===== src/core/sfs_pkg.sv =====
package sfs_pkg;
    // Opcodes
    localparam logic [7:0] CMD_LATCH_SET = 8'h06;
    localparam logic [7:0] CMD_LATCH_CLR = 8'h04;
    localparam logic [7:0] CMD_STATUS_WRITE = 8'h01;
    localparam logic [7:0] CMD_STATUS_RD_LO = 8'h05;
    localparam logic [7:0] CMD_STATUS_RD_HI = 8'h35;
    localparam logic [7:0] CMD_PAGE_WRITE = 8'h02;
    localparam logic [7:0] CMD_SECTOR_WIPE = 8'h20;
    localparam logic [7:0] CMD_BLOCK32_WIPE = 8'h52;
    localparam logic [7:0] CMD_BLOCK64_WIPE = 8'hD8;
    localparam logic [7:0] CMD_CHIP_WIPE_A = 8'hC7;
    localparam logic [7:0] CMD_CHIP_WIPE_B = 8'h60;
    localparam logic [7:0] CMD_RESET_ARM = 8'h66;
    localparam logic [7:0] CMD_RESET_GO = 8'h99;
    localparam logic [7:0] CMD_SUSPEND = 8'h75;
    localparam logic [7:0] CMD_RESUME = 8'h7A;
    localparam logic [7:0] CMD_DEEP_SLEEP = 8'hB9;
    localparam logic [7:0] CMD_WAKE = 8'hAB;
    localparam logic [7:0] CMD_HIGH_PERF = 8'hA3;
    // Bit positions of status_word
    localparam int BIT_BUSY = 0;
    localparam int BIT_LATCH = 1;
    localparam int BIT_BP_LO = 2;
    localparam int BIT_BP_HI = 6;
    localparam int BIT_SPS_LO = 7;
    localparam int BIT_SPS_HI = 8;
    localparam int BIT_QUAD = 9;
    localparam int BIT_LOCK = 10;
    localparam int BIT_PERF = 13;
    localparam int BIT_INV = 14;
    localparam int BIT_SUSP = 15;
    localparam logic [15:0] STATUS_RESET = 16'h0000;
    localparam logic [15:0] STATUS_WRITE_MASK = 16'h47FC;
    // Status-protect select modes
    localparam logic [1:0] SPS_SOFT = 2'h0;
    localparam logic [1:0] SPS_HW = 2'h1;
    // Frame lengths in whole bytes
    localparam logic [7:0] LEN_OPCODE = 8'h01;
    localparam logic [7:0] LEN_SR_HALF = 8'h02;
    localparam logic [7:0] LEN_SR_FULL = 8'h03;
    localparam logic [7:0] LEN_ADDR_FRAME = 8'h04;
    localparam logic [7:0] LEN_PAGE_MIN = 8'h05;
    // Data path buffer
    localparam int FIFO_WIDTH = 8;
    localparam int FIFO_DEPTH = 16;
    typedef enum logic [2:0] {
        OPK_NONE, OPK_STATUS, OPK_PAGE, OPK_SECTOR, OPK_BLOCK32, OPK_BLOCK64, OPK_CHIP
    } sfs_op_t;
endpackage : sfs_pkg


===== src/core/sfs_flash_status.sv =====
`timescale 1ns/1ns

module sfs_byte_fifo #(
    parameter int WIDTH = 8,
    parameter int DEPTH = 16
) (
    input logic clk,
    input logic srst,
    input logic in_valid,
    output logic in_ready,
    input logic [WIDTH-1:0] in_data,
    output logic out_valid,
    input logic out_ready,
    output logic [WIDTH-1:0] out_data
);
    localparam int AW = $clog2(DEPTH);
    logic [WIDTH-1:0] mem_q [DEPTH];
    logic [AW:0] wr_q;
    logic [AW:0] rd_q;
    logic push;
    logic pop;

    // Extra pointer bit tells full from empty
    assign in_ready = (wr_q[AW-1:0] != rd_q[AW-1:0]) || (wr_q[AW] == rd_q[AW]);
    assign out_valid = (wr_q != rd_q);
    assign push = in_valid && in_ready;
    assign pop = out_valid && out_ready;
    assign out_data = mem_q[rd_q[AW-1:0]];

    // Storage
    always_ff @(posedge clk) begin
        if (push) begin
            mem_q[wr_q[AW-1:0]] <= in_data;
        end
    end

    // Pointers
    always_ff @(posedge clk) begin
        if (srst) begin
            wr_q <= '0;
            rd_q <= '0;
        end else begin
            if (push) begin
                wr_q <= wr_q + 1'b1;
            end
            if (pop) begin
                rd_q <= rd_q + 1'b1;
            end
        end
    end
endmodule : sfs_byte_fifo

module sfs_flash_status (
    input logic clk,
    input logic srst,
    input logic cs_n,
    input logic sclk,
    input logic si,
    output logic so,
    output logic so_oe,
    input logic wp_n,
    output logic quad_mode,
    output logic [15:0] status_word,
    output logic op_start,
    output sfs_pkg::sfs_op_t op_kind,
    output logic [23:0] op_addr,
    output logic op_abort,
    input logic op_done,
    output logic [7:0] prog_data,
    output logic prog_valid,
    input logic prog_ready,
    output logic prog_overflow
);
    import sfs_pkg::*;

    // ************************************************************
    // Pin synchronisers and edge detection
    // ************************************************************
    logic [2:0] cs_sh_q;
    logic [2:0] sclk_sh_q;
    logic [1:0] si_sh_q;
    logic [1:0] wp_sh_q;
    logic cs_s;
    logic sclk_rise;
    logic sclk_fall;
    logic frame_start;
    logic frame_end;

    // Two stages before any use; third stage only feeds edge detection
    always_ff @(posedge clk) begin
        if (srst) begin
            cs_sh_q <= 3'h7;
            sclk_sh_q <= 3'h0;
            si_sh_q <= 2'h0;
            wp_sh_q <= 2'h3;
        end else begin
            cs_sh_q <= {cs_sh_q[1:0], cs_n};
            sclk_sh_q <= {sclk_sh_q[1:0], sclk};
            si_sh_q <= {si_sh_q[0], si};
            wp_sh_q <= {wp_sh_q[0], wp_n};
        end
    end
    assign cs_s = cs_sh_q[1];
    assign sclk_rise = !cs_s && sclk_sh_q[1] && !sclk_sh_q[2];
    assign sclk_fall = !cs_s && !sclk_sh_q[1] && sclk_sh_q[2];
    assign frame_start = !cs_s && cs_sh_q[2];
    assign frame_end = cs_s && !cs_sh_q[2];

    // ************************************************************
    // Frame receiver
    // ************************************************************
    logic [6:0] shift_q;
    logic [2:0] bit_cnt_q;
    logic [7:0] byte_cnt_q;
    logic [7:0] opcode_q;
    logic [23:0] addr_q;
    logic [15:0] sr_in_q;
    logic byte_done;
    logic [7:0] rx_byte;

    assign byte_done = sclk_rise && (bit_cnt_q == 3'h7);
    assign rx_byte = {shift_q, si_sh_q[1]};

    // MSB first, one bit per rising serial edge from the frame's start
    always_ff @(posedge clk) begin
        if (srst || frame_start) begin
            shift_q <= 7'h00;
            bit_cnt_q <= 3'h0;
            byte_cnt_q <= 8'h00;
        end else if (sclk_rise) begin
            shift_q <= rx_byte[6:0];
            bit_cnt_q <= bit_cnt_q + 3'h1;
            if (byte_done && byte_cnt_q != 8'hFF) begin
                byte_cnt_q <= byte_cnt_q + 8'h01;
            end
        end
    end

    // Opcode, address and status payload capture
    always_ff @(posedge clk) begin
        if (srst) begin
            opcode_q <= 8'h00;
            addr_q <= 24'h000000;
            sr_in_q <= 16'h0000;
        end else if (byte_done) begin
            if (byte_cnt_q == 8'h00) begin
                opcode_q <= rx_byte;
            end
            if (byte_cnt_q >= 8'h01 && byte_cnt_q <= 8'h03) begin
                addr_q <= {addr_q[15:0], rx_byte};
            end
            if (byte_cnt_q == 8'h01) begin
                sr_in_q[7:0] <= rx_byte;
            end
            if (byte_cnt_q == 8'h02) begin
                sr_in_q[15:8] <= rx_byte;
            end
        end
    end

    // ************************************************************
    // Status bits and protection decode
    // ************************************************************
    logic [15:0] nv_q;
    logic busy_q;
    logic latch_q;
    logic perf_q;
    logic susp_q;
    logic sleep_q;
    logic reset_armed_q;

    // Shielded-region test on the 4 KB page index of a 512 KB array
    function automatic logic page_shielded(input logic [4:0] bp, input logic inv, input logic [6:0] pg);
        logic [7:0] units;
        logic hit;
        units = 8'h00;
        if (bp[2:0] == 3'h0) begin
            units = 8'h00;
        end else if (!bp[4]) begin
            units = bp[2] ? 8'h80 : (bp[1:0] == 2'h1 ? 8'h10 : (bp[1:0] == 2'h2 ? 8'h20 : 8'h40));
        end else if (bp[2:0] == 3'h7) begin
            units = 8'h80;
        end else begin
            units = bp[2] ? 8'h08 : (bp[1:0] == 2'h1 ? 8'h01 : (bp[1:0] == 2'h2 ? 8'h02 : 8'h04));
        end
        hit = bp[3] ? ({1'b0, pg} < units) : ({1'b0, pg} >= (8'h80 - units));
        return hit ^ inv;
    endfunction : page_shielded

    logic [1:0] sps;
    logic wp_eff_n;
    logic addr_shielded;
    logic chip_ok;
    logic sr_write_ok;
    logic may_modify;

    assign sps = {nv_q[BIT_SPS_HI], nv_q[BIT_SPS_LO]};
    assign wp_eff_n = nv_q[BIT_QUAD] | wp_sh_q[1];
    assign quad_mode = nv_q[BIT_QUAD];
    assign addr_shielded = page_shielded(nv_q[BIT_BP_HI:BIT_BP_LO], nv_q[BIT_INV], addr_q[18:12]);
    assign chip_ok = (nv_q[4:2] == 3'h0 && !nv_q[BIT_INV]) || (nv_q[4:2] == 3'h7 && nv_q[BIT_INV]);
    assign may_modify = latch_q && !busy_q && !sleep_q;
    // Lock-down and one-time modes never pass; hardware mode needs the pin high unless quad mode is set
    assign sr_write_ok = may_modify && (sps == SPS_SOFT || (sps == SPS_HW && wp_eff_n));

    assign status_word = {susp_q, nv_q[BIT_INV], perf_q, 2'h0, nv_q[10:2], latch_q, busy_q};

    // ************************************************************
    // Frame-end command decode
    // ************************************************************
    logic aligned;
    logic go_status;
    logic go_page;
    logic go_sector;
    logic go_b32;
    logic go_b64;
    logic go_chip;
    logic go_any_op;
    logic sleep_gate;

    assign aligned = frame_end && bit_cnt_q == 3'h0;
    assign sleep_gate = !sleep_q;
    assign go_status = aligned && sleep_gate && opcode_q == CMD_STATUS_WRITE
        && (byte_cnt_q == LEN_SR_HALF || byte_cnt_q == LEN_SR_FULL) && sr_write_ok;
    assign go_page = aligned && opcode_q == CMD_PAGE_WRITE && byte_cnt_q >= LEN_PAGE_MIN
        && may_modify && !addr_shielded;
    assign go_sector = aligned && opcode_q == CMD_SECTOR_WIPE && byte_cnt_q == LEN_ADDR_FRAME
        && may_modify && !addr_shielded;
    assign go_b32 = aligned && opcode_q == CMD_BLOCK32_WIPE && byte_cnt_q == LEN_ADDR_FRAME
        && may_modify && !addr_shielded;
    assign go_b64 = aligned && opcode_q == CMD_BLOCK64_WIPE && byte_cnt_q == LEN_ADDR_FRAME
        && may_modify && !addr_shielded;
    assign go_chip = aligned && (opcode_q == CMD_CHIP_WIPE_A || opcode_q == CMD_CHIP_WIPE_B)
        && byte_cnt_q == LEN_OPCODE && may_modify && chip_ok;
    assign go_any_op = go_status | go_page | go_sector | go_b32 | go_b64 | go_chip;

    logic short_cmd;
    logic reset_go;
    assign short_cmd = aligned && byte_cnt_q == LEN_OPCODE;
    assign reset_go = short_cmd && opcode_q == CMD_RESET_GO && reset_armed_q;

    // Stored bits: only the writable mask moves; lock bit can only rise
    always_ff @(posedge clk) begin
        if (srst) begin
            nv_q <= STATUS_RESET;
        end else if (go_status) begin
            nv_q <= (nv_q & ~STATUS_WRITE_MASK) & 16'hFFFF; // cleared below per byte
            if (byte_cnt_q == LEN_SR_HALF) begin
                nv_q <= {nv_q[15:8], (sr_in_q[7:0] & STATUS_WRITE_MASK[7:0])};
            end else begin
                nv_q <= sr_in_q & STATUS_WRITE_MASK;
            end
            nv_q[BIT_LOCK] <= nv_q[BIT_LOCK] | (byte_cnt_q == LEN_SR_FULL && sr_in_q[BIT_LOCK]);
        end
    end

    // Write latch: rejected frames leave it untouched
    always_ff @(posedge clk) begin
        if (srst) begin
            latch_q <= 1'b0;
        end else if (reset_go || go_any_op || (short_cmd && sleep_gate && opcode_q == CMD_LATCH_CLR)) begin
            latch_q <= 1'b0;
        end else if (short_cmd && sleep_gate && opcode_q == CMD_LATCH_SET) begin
            latch_q <= 1'b1;
        end
    end

    // Busy until the array engine reports completion; a new start wins over done
    always_ff @(posedge clk) begin
        if (srst) begin
            busy_q <= 1'b0;
        end else if (go_any_op) begin
            busy_q <= 1'b1;
        end else if (op_done) begin
            busy_q <= 1'b0;
        end
    end

    // Suspend, performance, deep sleep and the two-frame soft reset
    always_ff @(posedge clk) begin
        if (srst || reset_go) begin
            susp_q <= 1'b0;
            perf_q <= 1'b0;
            sleep_q <= 1'b0;
            reset_armed_q <= 1'b0;
        end else if (aligned) begin
            reset_armed_q <= short_cmd && opcode_q == CMD_RESET_ARM;
            if (short_cmd && sleep_gate && opcode_q == CMD_SUSPEND) begin
                susp_q <= 1'b1;
            end
            if (short_cmd && sleep_gate && opcode_q == CMD_RESUME) begin
                susp_q <= 1'b0;
            end
            if (sleep_gate && opcode_q == CMD_HIGH_PERF && byte_cnt_q == LEN_ADDR_FRAME) begin
                perf_q <= 1'b1;
            end
            if (short_cmd && opcode_q == CMD_DEEP_SLEEP) begin
                sleep_q <= 1'b1;
            end
            if (opcode_q == CMD_WAKE) begin
                sleep_q <= 1'b0;
            end
        end else if (frame_end) begin
            reset_armed_q <= 1'b0;
        end
    end

    // ************************************************************
    // Array engine handshake and page data buffer
    // ************************************************************
    logic page_push;
    logic page_pushed_q;
    logic fifo_in_ready;

    assign page_push = byte_done && opcode_q == CMD_PAGE_WRITE && byte_cnt_q >= LEN_ADDR_FRAME
        && may_modify && !addr_shielded;

    // Start pulse with kind and address; abort tells the engine to drop buffered bytes
    always_ff @(posedge clk) begin
        if (srst) begin
            op_start <= 1'b0;
            op_abort <= 1'b0;
            op_kind <= OPK_NONE;
            op_addr <= 24'h000000;
            page_pushed_q <= 1'b0;
        end else begin
            op_start <= go_any_op;
            op_abort <= frame_end && page_pushed_q && !go_page;
            if (go_any_op) begin
                op_addr <= addr_q;
                op_kind <= go_status ? OPK_STATUS : go_page ? OPK_PAGE : go_sector ? OPK_SECTOR
                    : go_b32 ? OPK_BLOCK32 : go_b64 ? OPK_BLOCK64 : OPK_CHIP;
            end
            if (frame_start) begin
                page_pushed_q <= 1'b0;
            end else if (page_push) begin
                page_pushed_q <= 1'b1;
            end
        end
    end

    // Host cannot be stalled, so a full buffer drops the byte and flags it
    always_ff @(posedge clk) begin
        if (srst) begin
            prog_overflow <= 1'b0;
        end else if (page_push && !fifo_in_ready) begin
            prog_overflow <= 1'b1;
        end else if (frame_start) begin
            prog_overflow <= 1'b0;
        end
    end

    sfs_byte_fifo #(.WIDTH(FIFO_WIDTH), .DEPTH(FIFO_DEPTH)) u_page_fifo (
        .clk(clk),
        .srst(srst),
        .in_valid(page_push),
        .in_ready(fifo_in_ready),
        .in_data(rx_byte),
        .out_valid(prog_valid),
        .out_ready(prog_ready),
        .out_data(prog_data)
    );

    // ************************************************************
    // Status read output
    // ************************************************************
    logic tx_on_q;
    logic tx_hi_q;
    logic [2:0] tx_cnt_q;
    logic [7:0] tx_byte;
    assign tx_byte = tx_hi_q ? status_word[15:8] : status_word[7:0];
    assign so_oe = tx_on_q && !cs_s;

    // Live status repeats every byte until the host ends the frame
    always_ff @(posedge clk) begin
        if (srst || cs_s) begin
            tx_on_q <= 1'b0;
            tx_hi_q <= 1'b0;
            tx_cnt_q <= 3'h0;
            so <= 1'b0;
        end else if (byte_done && byte_cnt_q == 8'h00
            && (rx_byte == CMD_STATUS_RD_LO || rx_byte == CMD_STATUS_RD_HI)) begin
            tx_on_q <= 1'b1;
            tx_hi_q <= (rx_byte == CMD_STATUS_RD_HI);
        end else if (sclk_fall && tx_on_q) begin
            so <= tx_byte[3'h7 - tx_cnt_q];
            tx_cnt_q <= tx_cnt_q + 3'h1;
        end
    end
endmodule : sfs_flash_status


===== config.mk =====
export PLATFORM = sky130hd
export DESIGN_NAME = sfs_flash_status
export DESIGN_NICKNAME = d
export VERILOG_FILES = /design/src/core/sfs_pkg.sv /design/src/core/sfs_flash_status.sv
export SDC_FILE = /design/constraint.sdc
export NUM_CORES = 1
export LEC_CHECK = 0
export BUFFER_PORTS_ARGS = -buffer_cell sky130_fd_sc_hd__clkbuf_2
export CORE_MARGIN = 2
export CORE_UTILIZATION = 61
export DETAILED_ROUTE_END_ITERATION = 8
export PLACE_DENSITY = 0.76
export SLEW_MARGIN = 20
export SYNTH_ARGS = -nofsm -noshare
export SYNTH_HDL_FRONTEND = slang
export SYNTH_HIERARCHICAL = 1
export SYNTH_SLANG_ARGS = --single-unit

===== constraint.sdc =====
create_clock -name clk -period 5.4 [get_ports clk]
set_clock_uncertainty 0.2 [all_clocks]
set_input_delay 0 -clock clk [delete_from_list [all_inputs] [get_ports clk]]
set_output_delay 0 -clock clk [all_outputs]
set_load 0.01 [all_outputs]

==> results of run 1 <==
-- power by group --
group	leakage (nW)	total (mW)	switching, mW	internal, mW
registers	2.29	2.12	0.0250	2.10
logic	2.53	0.143	0.0677	0.0753
clock network	0.460	1.92	0.756	1.16
-- sequential cells by signal, indices dropped and copies added, names as in the netlist, 7 cells and up, named ones only --
signal / count
addr_q: 24
byte_cnt_q: 8
nv_q: 10
op_addr: 24
opcode_q: 8
shift_q: 7
sr_in_q: 10
u_page_fifo/mem_q: 128
-- per-layer routing --
layer  share of wire (%)  wire [um]  track usage [%]
met5                   0          0                0
met3                 7.1       2180             4.13
met4                 3.5       1080             10.1
met2                  49      15000             47.3
met1                  41      12600             38.9
-- cell usage in the layout, fill, tap and decap left out, drive strengths merged, types with 12 or more instances in the layout --
| master | Yosys | layout |
|---|---|---|
| nand4 | 36 | 36 |
| inv | 29 | 29 |
| buf | 31 | 21 |
| nor3 | 12 | 12 |
| dfxtp | 137 | 137 |
| nor4 | 32 | 32 |
| ha | 32 | 32 |
| nand2 | 64 | 64 |
| mux2i | 66 | 66 |
| nand3 | 32 | 32 |
| dlygate4sd3 | 0 | 12 |
| and3 | 19 | 19 |
| a21oi | 44 | 44 |
| edfxtp | 128 | 128 |
| nor2b | 40 | 40 |
| xnor2 | 12 | 12 |
| mux4 | 43 | 43 |
| nor2 | 90 | 90 |
| clkbuf | 45 | 105 |
| o311ai | 28 | 28 |
-- cell families (layout without fill, tap and decap cells) --
kind of cell               after synthesis  after routing  synth area share [%]
adders and majority gates               32             32                  3.21
muxes                                  117            117                  14.5
AOI/OAI and AO/OA                      132            132                  7.83
DFF                                    265            265                  52.8
xor gates and xnor gates                19             19                  1.33
and+or+nand+nor                        376            376                  16.2
other                                    1              2                0.0301
buffers and inverters                  106            174                  4.08
-- tightest hold or removal path, cell delays in order --
cell and delay, ps:
dlygate4sd3_1 520, clkbuf_2 90, nor2b_1 100
-- area by class of cell --
class                      instances  area, um^2
sequential                       265        6590
clock inverter                     6        83.8
tap                              270         338
multi-input combinational        678        5400
fill                            1455        6220
clock buffer                      43         843
timing repair buffer              95         588
inverter                          30         113
-- worst paths after layout --
| check | endpoint | start | depth (start not counted) |
|---|---|---|---|
| min reg2reg | cs_sh_q[1] | cs_sh_q[0] | 1 |
| max | u_page_fifo/mem_q[13][6] | nv_q[2] | 17 |
| min | sclk_sh_q[0] | sclk | 3 |
| max reg2reg | u_page_fifo/mem_q[13][6] | nv_q[2] | 17 |
-- metrics by stage --
step                instances  area, um^2
finish                   1387       14000
global route             1387       14000
CTS                      1387       14000
detailed placement       1326       12900
global placement         1326       12900
floorplan                1049       12500
==> results.yml, run 1 <==
min_path:
  hp-class: "input port to register"
routing:
  ant_nets: 0
  wl_per_cell_um: 22.2
  vias_per_cell: 6.42
  routed_wl_mm: 30.8
  remaining_drc_errors: 0
  vias: 8908
  first_pass_iters: 5
  drt_iter0_drc: 887
floorplanning:
  core_mm2: 0.0202
  fp.dieW_um: 147
  die_y_um: 147
  dieArea_mm2: 0.0216
  num_rows: 52
  ios: 66
  start_util_pct: 61.8
yosys:
  yosysWarnings: 6
  yosys.cell_count.top_type: "dfxtp_1"
  ys_types: 79
  avgSynthCellArea_um2: 11.9
  synth.top_cell.area_share_pct: 30.8
  synth_commonest_cells: "137 x dfxtp_1, 128 x edfxtp_1, 90 x nor2_1"
  netlist_instances: 1048
  synth-edff-count: 128
  synth_area_leader_cell: "edfxtp_1"
  synthFlopType: "dfxtp_1"
  async_flop_share_pct: 0
  synth.area.top_cells: "edfxtp_1 31%, dfxtp_1 22%, mux2i_1 5.3%"
  synth.cell_area_mm2: 0.0125
  ys_seq_area_share_pct: 52.8
  yosys_register_bits: 265
setup_path:
  worstPathMaxFanout: 17
  critPathCaptureType: "register"
  start_kind: "register"
  cp_num_buf_inv: 3
  critPathKind: "register to register"
  worstPathRequired_ps: 5370
  crit_arrival_ps: 4940
  crit_slowest_cell: "nor3_1"
  cpPeakStageDelay_ps: 480
  reg2reg_setup_slack_ps: 430
  path_delay_family: "simple AND/OR/NAND/NOR gates"
  cpMostUsedCell: "ha_1"
  crit_path_cell_trace: "inv_1, ha_1, nor3b_1, nand2_1, ha_1, nand3_1, xor2_1, ha_1, and3_1, a21oi_1, o211a_1, nor4_4, nor3_1, inv_1, a21oi_2, buf_4, and3_1"
global_route:
  antenna_found_initial: 0
  track_usage_pct: 28.5
  grt_max_degree: 72
  first_global_vias: 8615
  grt-ovfl-total: 0
  grt_pass1_wl_mm: 48.2
cts:
  clockRootBuffer: "clkbuf_16"
  cts_resized: 0
  clk_latency_ps: 530
  cts_tree: "yes"
  path_clk_slew_ps: 60
  clockBufferDepth: 3
  cts_num_sinks: 265
  postCtsHoldBufs: 12
  cts_buffers: 27
  post_cts_buffers: 0
  cts_htree_levels: 1
timing:
  drv_slew: 0
  setup_slack_ps: 430
  hold_viol: 0
  min_period_over_period_pct: 92.0
  relSlewSlack_pct: 25.9
  tns_ps: 0
  grt_setup_unrepaired: "false"
  fin_hold_ws_ps: 31.1
  fmax_mhz: 201
  period_needed_ps: 4970
  setup_viol: 0
  tightest_slew_ps: 1110
cells_and_area:
  diodes: 0
  drive_above_1_share_pct: 15.9
  fin_nets: 1137
  area_growth_pct: 11.9
  utilization_pct: 69.2
power:
  p_leak_nw: 5.27
  ir_drop_mv: 0.199
  finalPower_mw: 4.18
  pwr_density_cell_mw_per_mm2: 300
placed_design:
  numPortBuffers: 63
  dp_slack_ps: 533
  place_hpwl_mm: 19.5
  gp_congestion: 0.917
outcome:
  status: "complete, no violations"
job:
  cap_violations: 0
Note: power is estimated with default switching activity, not from simulation.
==> run 2: changes to the inputs <==
--- a/config.mk
+++ b/config.mk
@@ -6,10 +6,10 @@
 export NUM_CORES = 1
 export LEC_CHECK = 0
 export BUFFER_PORTS_ARGS = -buffer_cell sky130_fd_sc_hd__clkbuf_2
-export CORE_MARGIN = 2
-export CORE_UTILIZATION = 61
+export CORE_UTILIZATION = 64
+export CTS_BUF_LIST = sky130_fd_sc_hd__clkbuf_4
 export DETAILED_ROUTE_END_ITERATION = 8
-export PLACE_DENSITY = 0.76
+export PLACE_DENSITY = 0.79
 export SLEW_MARGIN = 20
 export SYNTH_ARGS = -nofsm -noshare
 export SYNTH_HDL_FRONTEND = slang
==> results.yml, run 2 (synthesized netlist as in run 1, its figures left out) <==
cells_and_area:
  area.sequential_mm2: 0.00659
  fin_nets: 1180
  fillerInstances: 1320
  largest_register_ffs: 128
  drive_above_1_share_pct: 20.2
  area_growth_pct: 11.4
  layout_commonest_cell: "dfxtp_1"
  final_cell_mix: "136 x dfxtp_1, 128 x edfxtp_1, 102 x clkbuf_4, 90 x nor2_1, 66 x mux2i_1"
  final_area_mm2: 0.0139
  multi_input_comb_area_mm2: 0.00539
placed_design:
  numPortBuffers: 63
  place_hpwl_mm: 19.1
  place_area_mm2: 0.0129
  gp_congestion: 0.970
power:
  ir_drop_mv: 0.202
  seq_power_share_pct: 53.3
  finalPower_mw: 3.98
  clock_power_share_pct: 43.2
  switching_power_mw: 0.902
  p_sw_share_pct: 22.6
  power_frac_comb_pct: 3.6
  p_leak_nw: 5.34
  p_int_mw: 3.08
  pwr_density_cell_mw_per_mm2: 287
setup_path:
  critPathKind: "register to register"
  rr_endpoint: "u_page_fifo/mem_q[10][5]"
  reg2reg_depth: 18
  worstPathRequired_ps: 5510
  r2r_start: "nv_q[2]"
  crit_arrival_ps: 4780
  reg2reg_setup_slack_ps: 720
  worstPathMaxFanout: 17
  start_kind: "register"
  critPathCaptureType: "register"
timing:
  relSlewSlack_pct: 30.4
  period_needed_ps: 4680
  tns_ps: 0
  setup_viol: 0
  fmax_mhz: 214
  grt_setup_unrepaired: "false"
  fin_hold_ws_ps: 130
  tightest_slew_ps: 1040
  min_period_over_period_pct: 86.6
  drv_slew: 0
  hold_viol: 0
cts:
  clockBufferDepth: 3
  cts_htree_levels: 3
  cts_num_sinks: 265
  path_clk_slew_ps: 70
  post_cts_buffers: 0
  clk_latency_ps: 670
  postCtsHoldBufs: 15
  cts_resized: 0
  clockRootBuffer: "clkbuf_4"
  cts_tree: "yes"
  cts_buffers: 68
routing:
  remaining_drc_errors: 0
  ant_nets: 0
  routed_wl_mm: 30.2
  vias_per_cell: 6.34
  wl_per_cell_um: 20.8
  first_pass_iters: 5
  vias: 9200
  drt_iter0_drc: 994
floorplanning:
  dieArea_mm2: 0.0201
  fp.dieW_um: 142
  core_mm2: 0.0189
  die_y_um: 142
  ios: 66
  start_util_pct: 66.0
  num_rows: 50
outcome:
  status: "complete, no violations"
global_route:
  grt-ovfl-total: 0
  antenna_found_initial: 1
  track_usage_pct: 31.1
  grt_pass1_wl_mm: 47.3
  first_global_vias: 8911
  grt_max_degree: 73
min_path:
  holdCritStartpoint: "prog_ready"
  whs_path_depth: 4
  min_delay_worst_endpoint: "u_page_fifo/rd_q[2]"
  hp-class: "input port to register"
job:
  cap_violations: 0
==> run 2: how the worst max path moves through the flow <==
stage            start                       end  depth (start not counted)
2_1_floorplan  nv_q[2]  u_page_fifo/mem_q[11][0]                         17
3_3_place_gp   nv_q[2]   u_page_fifo/mem_q[0][4]                         18
3_5_place_dp   nv_q[2]  u_page_fifo/mem_q[12][0]                         17
4_1_cts        nv_q[2]  u_page_fifo/mem_q[10][1]                         17
5_1_grt        nv_q[2]  u_page_fifo/mem_q[10][0]                         18
6_report       nv_q[2]  u_page_fifo/mem_q[10][5]                         18
==> run 2: cell type report <==
type	count	area share [%]
timing repair buffer	97	4.39
multi-input combinational	678	38.8
antenna	1	0.0180
sequential	265	47.4
clock inverter	19	0.747
inverter	30	0.810
clock buffer	102	5.51
tap	260	2.34
==> run 2: through the flow <==
stage / util [%] / instances / setup slack, ps
2_1_floorplan: - / 1049 / 1000
3_3_place_gp: 68.2 / 1315 / 1000
3_5_place_dp: 68.2 / 1315 / 888
4_1_cts: 73.5 / 1451 / 848
5_1_grt: 73.6 / 1452 / 506
6_report: 73.6 / 1452 / 724
==> run 2: routing by layer <==
metal | global-route usage (%) | part of all wire [%] | up-vias | wire (um)
met2 | 49.4 | 47 | 482 | 14300
met4 | 13.9 | 3.1 | 0 | 926
met1 | 41.3 | 41 | 4452 | 12500
li1 | - | - | 4198 | -
met3 | 6.55 | 8.2 | 68 | 2480
met5 | 0.251 | 0 | - | 0
==> run 2: critical path, stage by stage (launching register included) <==
cell and delay [ps]:
dfxtp_1 420, inv_1 110, ha_1 240, nor3b_1 470
nand2_1 170, ha_1 270, nand3_1 100, xor2_1 170
ha_1 260, and3_1 180, a21oi_1 160, o211a_1 250
nor4_4 70, nor3_1 230, buf_4 190, inv_1 70
a21oi_2 100, buf_4 240, and3_1 450
==> run 2: power groups by stage <==
| stage | registers (mW) | logic, mW | clock network (mW) |
|---|---|---|---|
| detailed placement | 2.17 | 0.133 | 0 |
| CTS | 2.12 | 0.142 | 1.75 |
| floorplan | 2.14 | 0.128 | 0 |
| global route | 2.12 | 0.151 | 1.86 |
| finish | 2.12 | 0.143 | 1.72 |
| global placement | 2.17 | 0.131 | 0 |
==> run 3: changes to the inputs <==
--- a/config.mk
+++ b/config.mk
@@ -5,11 +5,15 @@
 export SDC_FILE = /design/constraint.sdc
 export NUM_CORES = 1
 export LEC_CHECK = 0
+export ABC_AREA = 1
 export BUFFER_PORTS_ARGS = -buffer_cell sky130_fd_sc_hd__clkbuf_2
-export CORE_UTILIZATION = 64
+export CELL_PAD_IN_SITES_DETAIL_PLACEMENT = 0
+export CELL_PAD_IN_SITES_GLOBAL_PLACEMENT = 1
+export CORE_MARGIN = 2
+export CORE_UTILIZATION = 49
 export CTS_BUF_LIST = sky130_fd_sc_hd__clkbuf_4
 export DETAILED_ROUTE_END_ITERATION = 8
-export PLACE_DENSITY = 0.79
+export PLACE_DENSITY = 0.78
 export SLEW_MARGIN = 20
 export SYNTH_ARGS = -nofsm -noshare
 export SYNTH_HDL_FRONTEND = slang
==> results.yml, run 3 <==
outcome:
  status: "complete, no violations"
cts:
  clk_latency_ps: 680
  post_cts_buffers: 0
  clockRootBuffer: "clkbuf_4"
  cts_tree: "yes"
  cts_num_sinks: 265
  cts_htree_levels: 3
  clockBufferDepth: 3
  path_clk_slew_ps: 60
  cts_buffers: 69
yosys:
  synthFlopType: "dfxtp_1"
  synth-edff-count: 128
  synth.cell_area_mm2: 0.0118
  synth_area_leader_cell: "edfxtp_1"
  async_flop_share_pct: 0
  yosysWarnings: 6
  netlist_instances: 1305
  synth.top_cell.area_share_pct: 32.5
  ys_seq_area_share_pct: 55.7
  synth.area.top_cells: "edfxtp_1 33%, dfxtp_1 23%, inv_1 6.1%"
  avgSynthCellArea_um2: 9.06
  yosys_register_bits: 265
  ys_types: 51
  synth_commonest_cells: "191 x inv_1, 144 x nand2_1, 137 x dfxtp_1"
  yosys.cell_count.top_type: "inv_1"
routing:
  first_pass_iters: 4
  routed_wl_mm: 28.3
  ant_nets: 0
  vias: 9157
  remaining_drc_errors: 0
  wl_per_cell_um: 15.9
  vias_per_cell: 5.13
  drt_iter0_drc: 544
floorplanning:
  die_y_um: 159
  fp.dieW_um: 159
  core_mm2: 0.0236
  dieArea_mm2: 0.0254
  num_rows: 56
  ios: 66
  start_util_pct: 50.1
global_route:
  first_global_vias: 8879
  track_usage_pct: 22.5
  grt-ovfl-total: 0
  grt_pass1_wl_mm: 45.8
  antenna_found_initial: 1
  grt_max_degree: 75
power:
  power_frac_comb_pct: 4.4
  finalPower_mw: 4.08
  p_int_mw: 3.13
  switching_power_mw: 0.948
  clock_power_share_pct: 43.7
  seq_power_share_pct: 51.9
  ir_drop_mv: 0.151
  p_leak_nw: 5.32
  pwr_density_cell_mw_per_mm2: 303
  p_sw_share_pct: 23.3
cells_and_area:
  area_growth_pct: 13.9
  fin_nets: 1454
  final_cell_mix: "190 x inv_1, 144 x nand2_1, 135 x dfxtp_1, 128 x edfxtp_1, 117 x nor2_1"
  final_area_mm2: 0.0135
  utilization_pct: 57.0
  drive_above_1_share_pct: 17.1
  largest_register_ffs: 128
  layout_commonest_cell: "inv_1"
setup_path:
  critPathCaptureType: "register"
  rr_endpoint: "u_page_fifo/mem_q[1][1]"
  start_kind: "register"
  critPathKind: "register to register"
  cp-startpoint: "nv_q[2]"
  worstPathMaxFanout: 8
  reg2reg_setup_slack_ps: 790
  worstPathRequired_ps: 5510
  crit_path_end: "u_page_fifo/mem_q[1][1]"
  r2r_start: "nv_q[2]"
  crit_arrival_ps: 4710
  reg2reg_depth: 22
timing:
  relSlewSlack_pct: 30.3
  tns_ps: 0
  drv_slew: 0
  setup_viol: 0
  tightest_slew_ps: 1040
  fmax_mhz: 217
  hold_viol: 0
  period_needed_ps: 4610
  grt_setup_unrepaired: "false"
  min_period_over_period_pct: 85.3
  setup_slack_ps: 794
min_path:
  holdCritStartpoint: "prog_ready"
  hp-class: "input port to register"
placed_design:
  place_hpwl_mm: 18.4
  place_area_mm2: 0.0124
  dp_slack_ps: 779
  numPortBuffers: 63
  gp_congestion: 0.852
job:
  cap_violations: 0
[run 3: stage by stage]
step | cells | hold WS, ps
after floorplan | 1306 | -128
after global placement | 1643 | -17.9
after detailed placement | 1643 | -15.2
after CTS | 1783 | 19.2
after global routing | 1784 | 76.8
final | 1784 | 59.6
[run 3: power groups by stage]
stage	registers, mW	clock network (mW)	logic, mW
6_report	2.12	1.78	0.180
5_1_grt	2.12	1.93	0.202
4_1_cts	2.12	1.83	0.180
3_5_place_dp	2.16	0	0.170
3_3_place_gp	2.16	0	0.169
2_1_floorplan	2.15	0	0.136
[run 3: cells by family (layout without fill, tap and decap cells)]
logic type,count (synthesis),in the layout,synth area share (%)
AO/OA/AOI/OAI,306,306,14.4
buffers and inverters,260,418,8.88
XOR/XNOR,7,7,0.518
other,1,3,0.0317
flip-flops,265,265,55.7
AND/OR/NAND/NOR,434,434,17.1
adder cells (fa/ha/maj),32,32,3.39
[run 3: metal layers]
layer	track usage (%)	wire length, um	up-vias
met2	35.8	12800	242
met5	0	0	-
met1	29.6	13100	4176
met3	4.40	1460	71
met4	10.7	956	0
li1	-	-	4668
[run 3: how the worst min path moves through the flow]
stage	endpoint	slack [ps]	depth (start not counted)
final	u_page_fifo/rd_q[0]	60	4
after global routing	u_page_fifo/rd_q[0]	80	4
after CTS	u_page_fifo/rd_q[0]	20	4
after detailed placement	wp_sh_q[0]	-20	2
after global placement	wp_sh_q[0]	-20	2
after floorplan	u_page_fifo/wr_q[3]	-130	1
[run 3: layout make-up]
type                    instances  area [um^2]
fillers                      2214        10100
flip-flops and latches        265         6590
multi-input cells             781         4200
clock buffers                 103          773
inverters                     200          753
repair buffers                 97          618
well taps                     319          399
clock inverters                18          130
diodes                          1         2.50
[run 3: worst max-delay path, cell delays in order, from the launching register on]
cell and delay, ps:
dfxtp_1 400, inv_1 100, ha_1 300, nor2_1 60, nand3_2 120, nand2_1 80
nor3b_1 290, nand2_1 100, xor2_1 150, ha_1 290, a21o_1 160, nand3_1 70
nand2_1 50, inv_1 50, nand4_2 80, nand3_1 160, and2_1 190, nor4b_1 250
buf_4 190, nand2_2 90, inv_2 120, nand2_2 140, nor2_1 570
[run 3: timing repair]
action                                 CTS  global route
hold buffers                            19             0
gates resized for setup                  0             0
endpoints found under the hold margin   62             0
